--- src/logic/mcuilt_cfg.svh ---
`ifndef MCUILT_CFG_SVH
`define MCUILT_CFG_SVH

// Instruction lengths in code bytes
`define ILT_L1 2'h1
`define ILT_L2 2'h2
`define ILT_L3 2'h3

// Instruction durations in core clock cycles
`define ILT_C1 4'h1
`define ILT_C2 4'h2
`define ILT_C3 4'h3
`define ILT_C4 4'h4
`define ILT_C9 4'h9

// Duration given to the indirect jump through the data pointer
`define ILT_JMPI_C 4'h3

// Program counter width
`define ILT_PC_W 16

// Extended RAM address width, 256 bytes
`define ILT_XRAM_AW 8

`endif

--- src/logic/mcuilt_pkg.sv ---
`include "mcuilt_cfg.svh"

package mcuilt_pkg;

    // Sequencer states
    typedef enum logic {
        ST_IDLE,
        ST_EXEC
    } mcuilt_st_e;

    // Whole state of the decoder
    typedef struct packed {
        mcuilt_st_e              st;        // Sequencer state
        logic [3:0]              cnt;       // Cycles left minus one
        logic [1:0]              len;       // Byte count of instruction
        logic [3:0]              cyc;       // Cycle count of instruction
        logic [`ILT_PC_W-1:0]    next_pc;   // Resolved next fetch address
        logic                    taken;     // Branch taken
        logic                    jump_bit_set_clear;       // Bit to be cleared at end
        logic                    carry;     // Carry after bit operation
        logic [`ILT_PC_W-1:0]    code_addr; // Code read address
        logic [7:0]              xch_acc;   // Accumulator after exchange
        logic [7:0]              xch_mem;   // Memory after exchange
    } mcuilt_state_s;

    // State of the extended RAM port
    typedef struct packed {
        logic [7:0]              rdata;     // Registered read data
    } mcuilt_xram_s;

endpackage

--- src/logic/mcuilt_decoder.sv ---
`timescale 1ns/100ps
`default_nettype none
`include "mcuilt_cfg.svh"

// What this block does
// - Indirect accumulator move: one byte, two cycles
// - Immediate to indirect: two bytes, two cycles
// - Direct-to-direct and immediate-to-direct: three/three
// - Data pointer immediate load: three bytes, three cycles
// - Code memory read: one byte, four cycles
// - Extended data move: one byte, four cycles
// - Push and pop: two bytes, two cycles
// - Exchange register 1/1, direct 2/2
// - Nibble and indirect exchange: one byte, two cycles
// - Carry-bit moves and bit writes: two/two
// - Carry AND/OR with bit or inverse: two/two
// - Both returns: one byte, four cycles
// - Absolute call and jump: two bytes, three cycles
// - Short relative jump: two bytes, three cycles
// - Carry jumps: two bytes, three cycles
// - Accumulator zero jumps: two bytes, three cycles
// - Long call and jump: three bytes, four cycles
// - Bit jumps: three bytes, four cycles
// - Jump on set bit clears it: three/four
// - Compare and jump forms: three bytes, four cycles
// - Register decrement jump: two bytes, three cycles
// - Direct decrement jump: three bytes, four cycles
// - Most instructions take one or two cycles
// - Extended data uses internal 256-byte RAM only
module mcuilt_decoder (
    // Clock and reset
    input  wire logic        i_clk,
    input  wire logic        i_rst,
    // Instruction issue
    input  wire logic        i_op_valid,
    input  wire logic [7:0]  i_opcode,
    input  wire logic [7:0]  i_byte1,
    input  wire logic [7:0]  i_byte2,
    input  wire logic [15:0] i_pc,
    output logic             o_op_ready,
    // Operands and conditions
    input  wire logic [7:0]  i_acc,
    input  wire logic [15:0] i_data_pointer_16,
    input  wire logic [7:0]  i_ptr_reg,
    input  wire logic [7:0]  i_mem_data,
    input  wire logic        i_carry,
    input  wire logic        i_bit_val,
    input  wire logic        i_cmp_ne,
    input  wire logic        i_dec_nonzero,
    input  wire logic [15:0] i_ret_addr,
    // Completion and results
    output logic             o_done,
    output logic [1:0]       o_len,
    output logic [3:0]       o_cycles,
    output logic             o_taken,
    output logic [15:0]      o_next_pc,
    output logic             o_bit_clear,
    output logic             o_carry_res,
    output logic [15:0]      o_code_addr,
    output logic [7:0]       o_xch_acc,
    output logic [7:0]       o_xch_mem,
    output logic [7:0]       o_xram_rdata
);

    mcuilt_pkg::mcuilt_state_s s_reg;   // Current state
    mcuilt_pkg::mcuilt_state_s s_next;  // Next state

    logic        acc_w;    // Instruction accepted this cycle
    logic        done_w;   // Last cycle of current instruction
    logic [5:0]  lc_w;     // Decoded length and cycles
    logic [15:0] seq_w;    // Address of following instruction
    logic [15:0] rel1_w;   // Relative target, displacement in byte 1
    logic [15:0] rel2_w;   // Relative target, displacement in byte 2
    logic [15:0] tgt_w;    // Resolved next address
    logic        tk_w;     // Branch decision
    logic        carry_w;  // Carry after bit operation
    logic        xwe_w;    // Extended RAM write
    logic        xre_w;    // Extended RAM read
    logic [7:0]  xaddr_w;  // Extended RAM address

    // Byte count and cycle count per opcode
    function automatic logic [5:0] dec_lc(input logic [7:0] op);
        logic [5:0] r;
        r = {`ILT_L1, `ILT_C1};
        casez (op)
            8'h00: r = {`ILT_L1, `ILT_C1};
            8'b????_0001: r = {`ILT_L2, `ILT_C3};
            8'h02, 8'h12: r = {`ILT_L3, `ILT_C4};
            8'h22, 8'h32: r = {`ILT_L1, `ILT_C4};
            8'h10, 8'h20, 8'h30: r = {`ILT_L3, `ILT_C4};
            8'h40, 8'h50: r = {`ILT_L2, `ILT_C3};
            8'h60, 8'h70: r = {`ILT_L2, `ILT_C3};
            8'h80: r = {`ILT_L2, `ILT_C3};
            8'h90: r = {`ILT_L3, `ILT_C3};
            8'h83, 8'h93: r = {`ILT_L1, `ILT_C4};
            8'hE0, 8'hE2, 8'hE3: r = {`ILT_L1, `ILT_C4};
            8'hF0, 8'hF2, 8'hF3: r = {`ILT_L1, `ILT_C4};
            8'hC0, 8'hD0: r = {`ILT_L2, `ILT_C2};
            8'h72, 8'h82, 8'hA0, 8'hB0: r = {`ILT_L2, `ILT_C2};
            8'h92, 8'hA2, 8'hB2: r = {`ILT_L2, `ILT_C2};
            8'hC2, 8'hD2: r = {`ILT_L2, `ILT_C2};
            // Logic ops with direct destination
            8'h42, 8'h52, 8'h62: r = {`ILT_L2, `ILT_C2};
            8'h43, 8'h53, 8'h63: r = {`ILT_L3, `ILT_C3};
            // Indirect jump and pointer increment
            8'h73: r = {`ILT_L1, `ILT_JMPI_C};
            8'hA3: r = {`ILT_L1, `ILT_C3};
            // Multiply, divide and decimal adjust
            8'h84, 8'hA4: r = {`ILT_L1, `ILT_C9};
            8'hD4: r = {`ILT_L1, `ILT_C2};
            // Single-byte accumulator ops and spare code, then compare and decrement jumps, moves and direct exchange
            8'h04, 8'h14, 8'hC4, 8'hE4: r = {`ILT_L1, `ILT_C1};
            8'hF4, 8'hA5: r = {`ILT_L1, `ILT_C1};
            8'hB4, 8'hB5: r = {`ILT_L3, `ILT_C4};
            8'b1011_011?, 8'b1011_1???: r = {`ILT_L3, `ILT_C4};
            8'hD5: r = {`ILT_L3, `ILT_C4};
            8'b1101_1???: r = {`ILT_L2, `ILT_C3};
            8'h75, 8'h85: r = {`ILT_L3, `ILT_C3};
            8'h76, 8'h77: r = {`ILT_L2, `ILT_C2};
            8'hC5: r = {`ILT_L2, `ILT_C2};
            // Register moves with direct or immediate operand
            8'b0111_1???, 8'b1000_1???: r = {`ILT_L2, `ILT_C2};
            8'b1010_1???: r = {`ILT_L2, `ILT_C2};
            8'h86, 8'h87, 8'hA6, 8'hA7: r = {`ILT_L2, `ILT_C2};
            8'b1100_011?, 8'b1101_011?: r = {`ILT_L1, `ILT_C2};
            8'b????_011?: r = {`ILT_L1, `ILT_C2};
            8'b????_1???: r = {`ILT_L1, `ILT_C1};
            8'b????_010?: r = {`ILT_L2, `ILT_C2};
            default: r = {`ILT_L1, `ILT_C1};
        endcase
        return r;
    endfunction

    assign lc_w   = dec_lc(i_opcode);
    assign done_w = (s_reg.st == mcuilt_pkg::ST_EXEC) && (s_reg.cnt == 4'h0);
    // Next instruction may issue in the last cycle of the current one
    assign o_op_ready = (s_reg.st == mcuilt_pkg::ST_IDLE) || done_w;
    assign acc_w  = i_op_valid && o_op_ready;

    // Fall-through and relative targets
    assign seq_w  = i_pc + {14'h0, lc_w[5:4]};
    assign rel1_w = seq_w + {{8{i_byte1[7]}}, i_byte1};
    assign rel2_w = seq_w + {{8{i_byte2[7]}}, i_byte2};

    // Branch decision and target selection
    always_comb begin
        tk_w  = 1'b0;
        tgt_w = seq_w;
        casez (i_opcode)
            8'b????_0001: begin
                tk_w  = 1'b1;
                tgt_w = {seq_w[15:11], i_opcode[7:5], i_byte1};
            end
            8'h02, 8'h12: begin
                tk_w  = 1'b1;
                tgt_w = {i_byte1, i_byte2};
            end
            8'h22, 8'h32: begin
                tk_w  = 1'b1;
                tgt_w = i_ret_addr;
            end
            8'h73: begin
                tk_w  = 1'b1;
                tgt_w = i_data_pointer_16 + {8'h00, i_acc};
            end
            8'h80: begin
                tk_w  = 1'b1;
                tgt_w = rel1_w;
            end
            8'h40, 8'h50: begin
                tk_w  = i_carry ^ i_opcode[4];
                tgt_w = rel1_w;
            end
            8'h60, 8'h70: begin
                tk_w  = (i_acc == 8'h00) ^ i_opcode[4];
                tgt_w = rel1_w;
            end
            8'b1101_1???: begin
                tk_w  = i_dec_nonzero;
                tgt_w = rel1_w;
            end
            8'h10, 8'h20: begin
                tk_w  = i_bit_val;
                tgt_w = rel2_w;
            end
            8'h30: begin
                tk_w  = !i_bit_val;
                tgt_w = rel2_w;
            end
            8'hB4, 8'hB5, 8'b1011_011?, 8'b1011_1???: begin
                tk_w  = i_cmp_ne;
                tgt_w = rel2_w;
            end
            8'hD5: begin
                tk_w  = i_dec_nonzero;
                tgt_w = rel2_w;
            end
            default: tk_w = 1'b0; // Not a control transfer
        endcase
        // Not taken falls through by the byte count
        if (!tk_w) begin
            tgt_w = seq_w;
        end
    end

    // Carry result of boolean instructions
    always_comb begin
        case (i_opcode)
            8'h82: carry_w = i_carry & i_bit_val;
            8'hB0: carry_w = i_carry & ~i_bit_val;
            8'h72: carry_w = i_carry | i_bit_val;
            8'hA0: carry_w = i_carry | ~i_bit_val;
            8'hA2: carry_w = i_bit_val;
            8'hC3: carry_w = 1'b0;
            8'hD3: carry_w = 1'b1;
            8'hB3: carry_w = ~i_carry;
            default: carry_w = i_carry;
        endcase
    end

    // Extended RAM access, started when the instruction issues
    assign xwe_w   = acc_w && (i_opcode inside {8'hF0, 8'hF2, 8'hF3});
    assign xre_w   = acc_w && (i_opcode inside {8'hE0, 8'hE2, 8'hE3});
    // Only the low pointer byte matters, no external bus exists
    assign xaddr_w = i_opcode[1] ? i_ptr_reg : i_data_pointer_16[7:0];

    // Sequencer and result capture
    always_comb begin
        s_next = s_reg;
        if (done_w) begin
            s_next.st = mcuilt_pkg::ST_IDLE;
        end else if (s_reg.st == mcuilt_pkg::ST_EXEC) begin
            s_next.cnt = s_reg.cnt - 4'h1;
        end
        if (acc_w) begin
            s_next.st      = mcuilt_pkg::ST_EXEC;
            s_next.cnt     = lc_w[3:0] - 4'h1;
            s_next.len     = lc_w[5:4];
            s_next.cyc     = lc_w[3:0];
            s_next.next_pc = tgt_w;
            s_next.taken   = tk_w;
            s_next.jump_bit_set_clear     = (i_opcode == 8'h10) && i_bit_val;
            s_next.carry   = carry_w;
            // Code read base is data pointer or following address
            if (i_opcode == 8'h83) begin
                s_next.code_addr = seq_w + {8'h00, i_acc};
            end else begin
                s_next.code_addr = i_data_pointer_16 + {8'h00, i_acc};
            end
            // Nibble exchange swaps the low halves only
            if (i_opcode inside {8'hD6, 8'hD7}) begin
                s_next.xch_acc = {i_acc[7:4], i_mem_data[3:0]};
                s_next.xch_mem = {i_mem_data[7:4], i_acc[3:0]};
            end else begin
                s_next.xch_acc = i_mem_data;
                s_next.xch_mem = i_acc;
            end
        end
    end

    // State register
    always_ff @(posedge i_clk) begin
        if (i_rst) begin
            s_reg <= '0;
        end else begin
            s_reg <= s_next;
        end
    end

    // Extended RAM
    mcuilt_xram #(.AW(`ILT_XRAM_AW)) u_xram (
        .i_clk   (i_clk),
        .i_rst   (i_rst),
        .i_we    (xwe_w),
        .i_re    (xre_w),
        .i_addr  (xaddr_w),
        .i_wdata (i_acc),
        .o_rdata (o_xram_rdata)
    );

    // Outputs
    assign o_done      = done_w;
    assign o_len       = s_reg.len;
    assign o_cycles    = s_reg.cyc;
    assign o_taken     = s_reg.taken;
    assign o_next_pc   = s_reg.next_pc;
    assign o_bit_clear = done_w && s_reg.jump_bit_set_clear;
    assign o_carry_res = s_reg.carry;
    assign o_code_addr = s_reg.code_addr;
    assign o_xch_acc   = s_reg.xch_acc;
    assign o_xch_mem   = s_reg.xch_mem;
endmodule

`default_nettype wire

--- src/logic/mcuilt_xram.sv ---
`timescale 1ns/100ps
`default_nettype none
`include "mcuilt_cfg.svh"

// Internal extended RAM, one access per cycle, registered read data
module mcuilt_xram #(
    parameter int AW = `ILT_XRAM_AW
) (
    // Clock and reset
    input  wire logic          i_clk,
    input  wire logic          i_rst,
    // Access port
    input  wire logic          i_we,
    input  wire logic          i_re,
    input  wire logic [AW-1:0] i_addr,
    input  wire logic [7:0]    i_wdata,
    // Read data
    output logic      [7:0]    o_rdata
);

    mcuilt_pkg::mcuilt_xram_s s_reg;      // Port state
    mcuilt_pkg::mcuilt_xram_s s_next;     // Next port state
    logic [7:0]               mem [2**AW]; // Storage array

    // Read data follows the addressed byte on a read
    always_comb begin
        s_next = s_reg;
        if (i_re) begin
            s_next.rdata = mem[i_addr];
        end
    end

    // Storage write, no reset on the array
    always_ff @(posedge i_clk) begin
        if (i_we) begin
            mem[i_addr] <= i_wdata;
        end
    end

    // Port state register
    always_ff @(posedge i_clk) begin
        if (i_rst) begin
            s_reg <= '0;
        end else begin
            s_reg <= s_next;
        end
    end

    assign o_rdata = s_reg.rdata;

endmodule

`default_nettype wire

--- config.mk ---
export PLATFORM = sky130hd
export DESIGN_NAME = mcuilt_decoder
export DESIGN_NICKNAME = d
export VERILOG_FILES = /design/src/logic/mcuilt_pkg.sv /design/src/logic/mcuilt_decoder.sv /design/src/logic/mcuilt_xram.sv
export VERILOG_INCLUDE_DIRS = /design/src /design/src/logic
export SDC_FILE = /design/constraint.sdc
export NUM_CORES = 2
export LEC_CHECK = 0
export BUFFER_PORTS_ARGS = -buffer_cell sky130_fd_sc_hd__buf_4
export CAP_MARGIN = 25
export CORE_UTILIZATION = 26
export CTS_CLUSTER_SIZE = 20
export DETAILED_ROUTE_END_ITERATION = 12
export PLACE_DENSITY = 0.5
export REMOVE_ABC_BUFFERS = 1
export SETUP_SLACK_MARGIN = 0.15
export SYNTH_ARGS = -nofsm -noshare
export SYNTH_HDL_FRONTEND = slang
export SYNTH_HIERARCHICAL = 1
export SYNTH_SLANG_ARGS = --single-unit
export TNS_END_PERCENT = 100
--- constraint.sdc ---
create_clock -name i_clk -period 6.75 [get_ports i_clk]
set_clock_uncertainty 0.1 [all_clocks]
set_input_delay 1.35 -clock i_clk [delete_from_list [all_inputs] [get_ports i_clk]]
set_output_delay 1.35 -clock i_clk [all_outputs]
set_load 0.005 [all_outputs]
==> metrics.cfg <==
[global_routing]
grt_pass1_wl_um=360500
overflow=0
antenna_found_initial=11
grt_pass1_vias=47067
grt_usage_pct=14.93
grt_max_degree=196

[clock_network]
worstSkewPairLatency_ns=0.89
cts_tree=built
clk_pin_slew_worst_paths_ns=0.06
cts_setup_buffers=0
cts_made_buffers=221
h-tree-depth=4
clock_sinks=2118
ctsResizeCount=0
ctsRootBufferMaster=clkbuf_16
clockBufferDepth=3
cts-hold-fix-buffers=0

[critical_path]
path_cells=buf_4, and4bb_1, a22oi_1, a21oi_1, a2111oi_1, nand3_1, nand3_1, ha_1, inv_1, fa_1, nor2_1, xor2_1, ha_1, a21oi_1, a21boi_0, o41a_1, o2111ai_1, a311oi_1, or3_1, a21oi_1, o211a_1
cp_slowest_cell=a2111oi_1
path_max_fanout=23
critical_path_class=in -> reg
crit_arrival_ns=6.63
worst_setup_path_start_kind=input port
worstPathRequired_ns=7.47
reg2reg_setup_slack_ns=1.86
cpPeakStageDelay_ns=0.71
path_common_cell=a21oi_1
cp-end-kind=register

[drt]
drt_iter0_markers=4970
dr.pass1.iters=8
drc=0
detail-route-antenna-nets=0
wire_per_inst_um=26.61
routed_wl_um=254600
vias=46854
vias_per_cell=4.897

[min_path]
min_path_type=reg -> reg

[sta]
finalMaxSlewViolations=0
rsz0062_at_grt=no
min_period_ns=5.910
fin_crit_sh_pct=87.55
worst_pin_slew_ns=1.446
fmax_mhz=169.2
relSlewSlack_pct=3.594
hold_viol=0
tns_ns=0
setup_viol=0

[cells_and_area]
stdcell_area_um2=101200
largest_reg_flops=2048
final_cell_mix=2048 x edfxtp_1, 469 x mux4_2, 447 x buf_4
final_common_cell=edfxtp_1
layout-drive-gt1-share_pct=25.77
fin_nets=5152
regMostFlops=u_xram/mem
syn_to_final_growth_pct=16.98

[placed_design]
dp_hpwl_um=164300
port_buffers=169
place.gp.congestion=0.8622
place_area_um2=94050

[yosys]
synth_edf_count=2048
mappedNetlistArea_um2=86530
async_flop_share_pct=0
avgSynthCellArea_um2=18.58
synth-main-ff-cell=edfxtp_1
post_synth_num_cell_types=96
ys_ff_latch=2118
syn_inst=4656
ys_seq_area_share_pct=72.69
yosys_warnings=6

[die]
dieHeight_um=578.9
boundaryPins=170
coreArea_um2=330800
dieWidth_um=578.9
start_util_pct=26.16
rows=211
die-area_um2=335100

[pwr]
p_leak_nw=31.96
p_per_area_nw_per_um2=286.5
ir_worst_vdd_mv=0.2979

[status]
status=finished clean

[run]
maxCapViolations=0

synth_stat cells (34+ instances only):
cell / count / area [um^2]
edfxtp_1: 2048 / 61500
mux4_2: 469 / 10560
nor2_1: 341 / 1280
mux2i_1: 215 / 2152
nand2_1: 195 / 732.0
clkbuf_1: 142 / 533.0
a21oi_1: 126 / 630.6
buf_4: 95 / 713.2
nor3_1: 77 / 385.4
o21ai_0: 71 / 355.3
dfxtp_1: 70 / 1401
buf_2: 63 / 315.3
o22ai_1: 63 / 394.1
mux2_2: 55 / 619.3
nand3_1: 48 / 240.2
a22oi_1: 42 / 315.3
ha_1: 34 / 425.4
xnor2_1: 34 / 297.8
logic make-up (layout without fill, tap and decap cells):
| logic type | Yosys count | after routing | synth area share, % |
|---|---|---|---|
| adders and majority gates | 38 | 38 | 0.5842 |
| xor gates and xnor gates | 50 | 50 | 0.5061 |
| and+or+nand+nor | 807 | 807 | 4.254 |
| AOI/OAI and AO/OA | 525 | 525 | 4.094 |
| buffers and inverters | 376 | 913 | 2.369 |
| muxes | 742 | 742 | 15.50 |
| other | 0 | 8 | 0 |
| DFF | 2118 | 2118 | 72.69 |
power by group:
| group | internal, mW | switching [mW] | total [mW] |
|---|---|---|---|
| Combinational | 0.894 | 1.54 | 2.43 |
| Sequential | 14.4 | 0.0369 | 14.5 |
| Clock | 6.83 | 5.26 | 12.1 |
metrics by stage:
stage	utilization, %	worst slack (ns)	cells	hold WS (ns)	power [mW]
final	30.60	0.8401	9567	0.3553	29.00
after global routing	30.60	0.5069	9560	0.3781	29.85
after CTS	30.59	1.035	9559	0.3583	29.25
after detailed placement	28.43	0.09643	9154	0.3500	17.20
after global placement	28.43	0.1585	9154	0.3442	17.19
after floorplan	-	-10.46	4313	0.3422	16.35
critical path, delay by kind of cell:
| kind | cells | cell delay (ns) |
|---|---|---|
| xor gates and xnor gates | 1 | 0.35 |
| AOI/OAI and AO/OA | 10 | 2.28 |
| adders and majority gates | 3 | 1.08 |
| buffers and inverters | 2 | 0.38 |
| and+or+nand+nor | 5 | 1.17 |
per-layer routing:
| layer | GRT usage, % | part of all wire [%] |
|---|---|---|
| met1 | 21.11 | 45 |
| met2 | 23.72 | 46 |
| met3 | 2.546 | 6.8 |
| met4 | 3.814 | 2.4 |
| met5 | 0 | 0.013 |
final timing paths:
kind	start	end	cells past startpoint
setup / recovery	i_opcode[1]	o_next_pc[14]	21
hold / removal	o_xch_mem[1]	o_xch_mem[1]	2
setup reg to reg	s_reg[59]	u_xram/mem[63][2]	12
hold reg to reg	o_xch_mem[1]	o_xch_mem[1]	2
area by class of cell:
cell class	instances	area, um^2
tap	4366	5463
inverter	33	128.9
sequential	2118	62900
clock buffer	272	5786
multi-input combinational	2162	21680
antenna	8	20.02
fill	32138	229600
clock inverter	133	1370
timing repair buffer	475	3876
No activity file was read; power rests on OpenSTA's default activity.
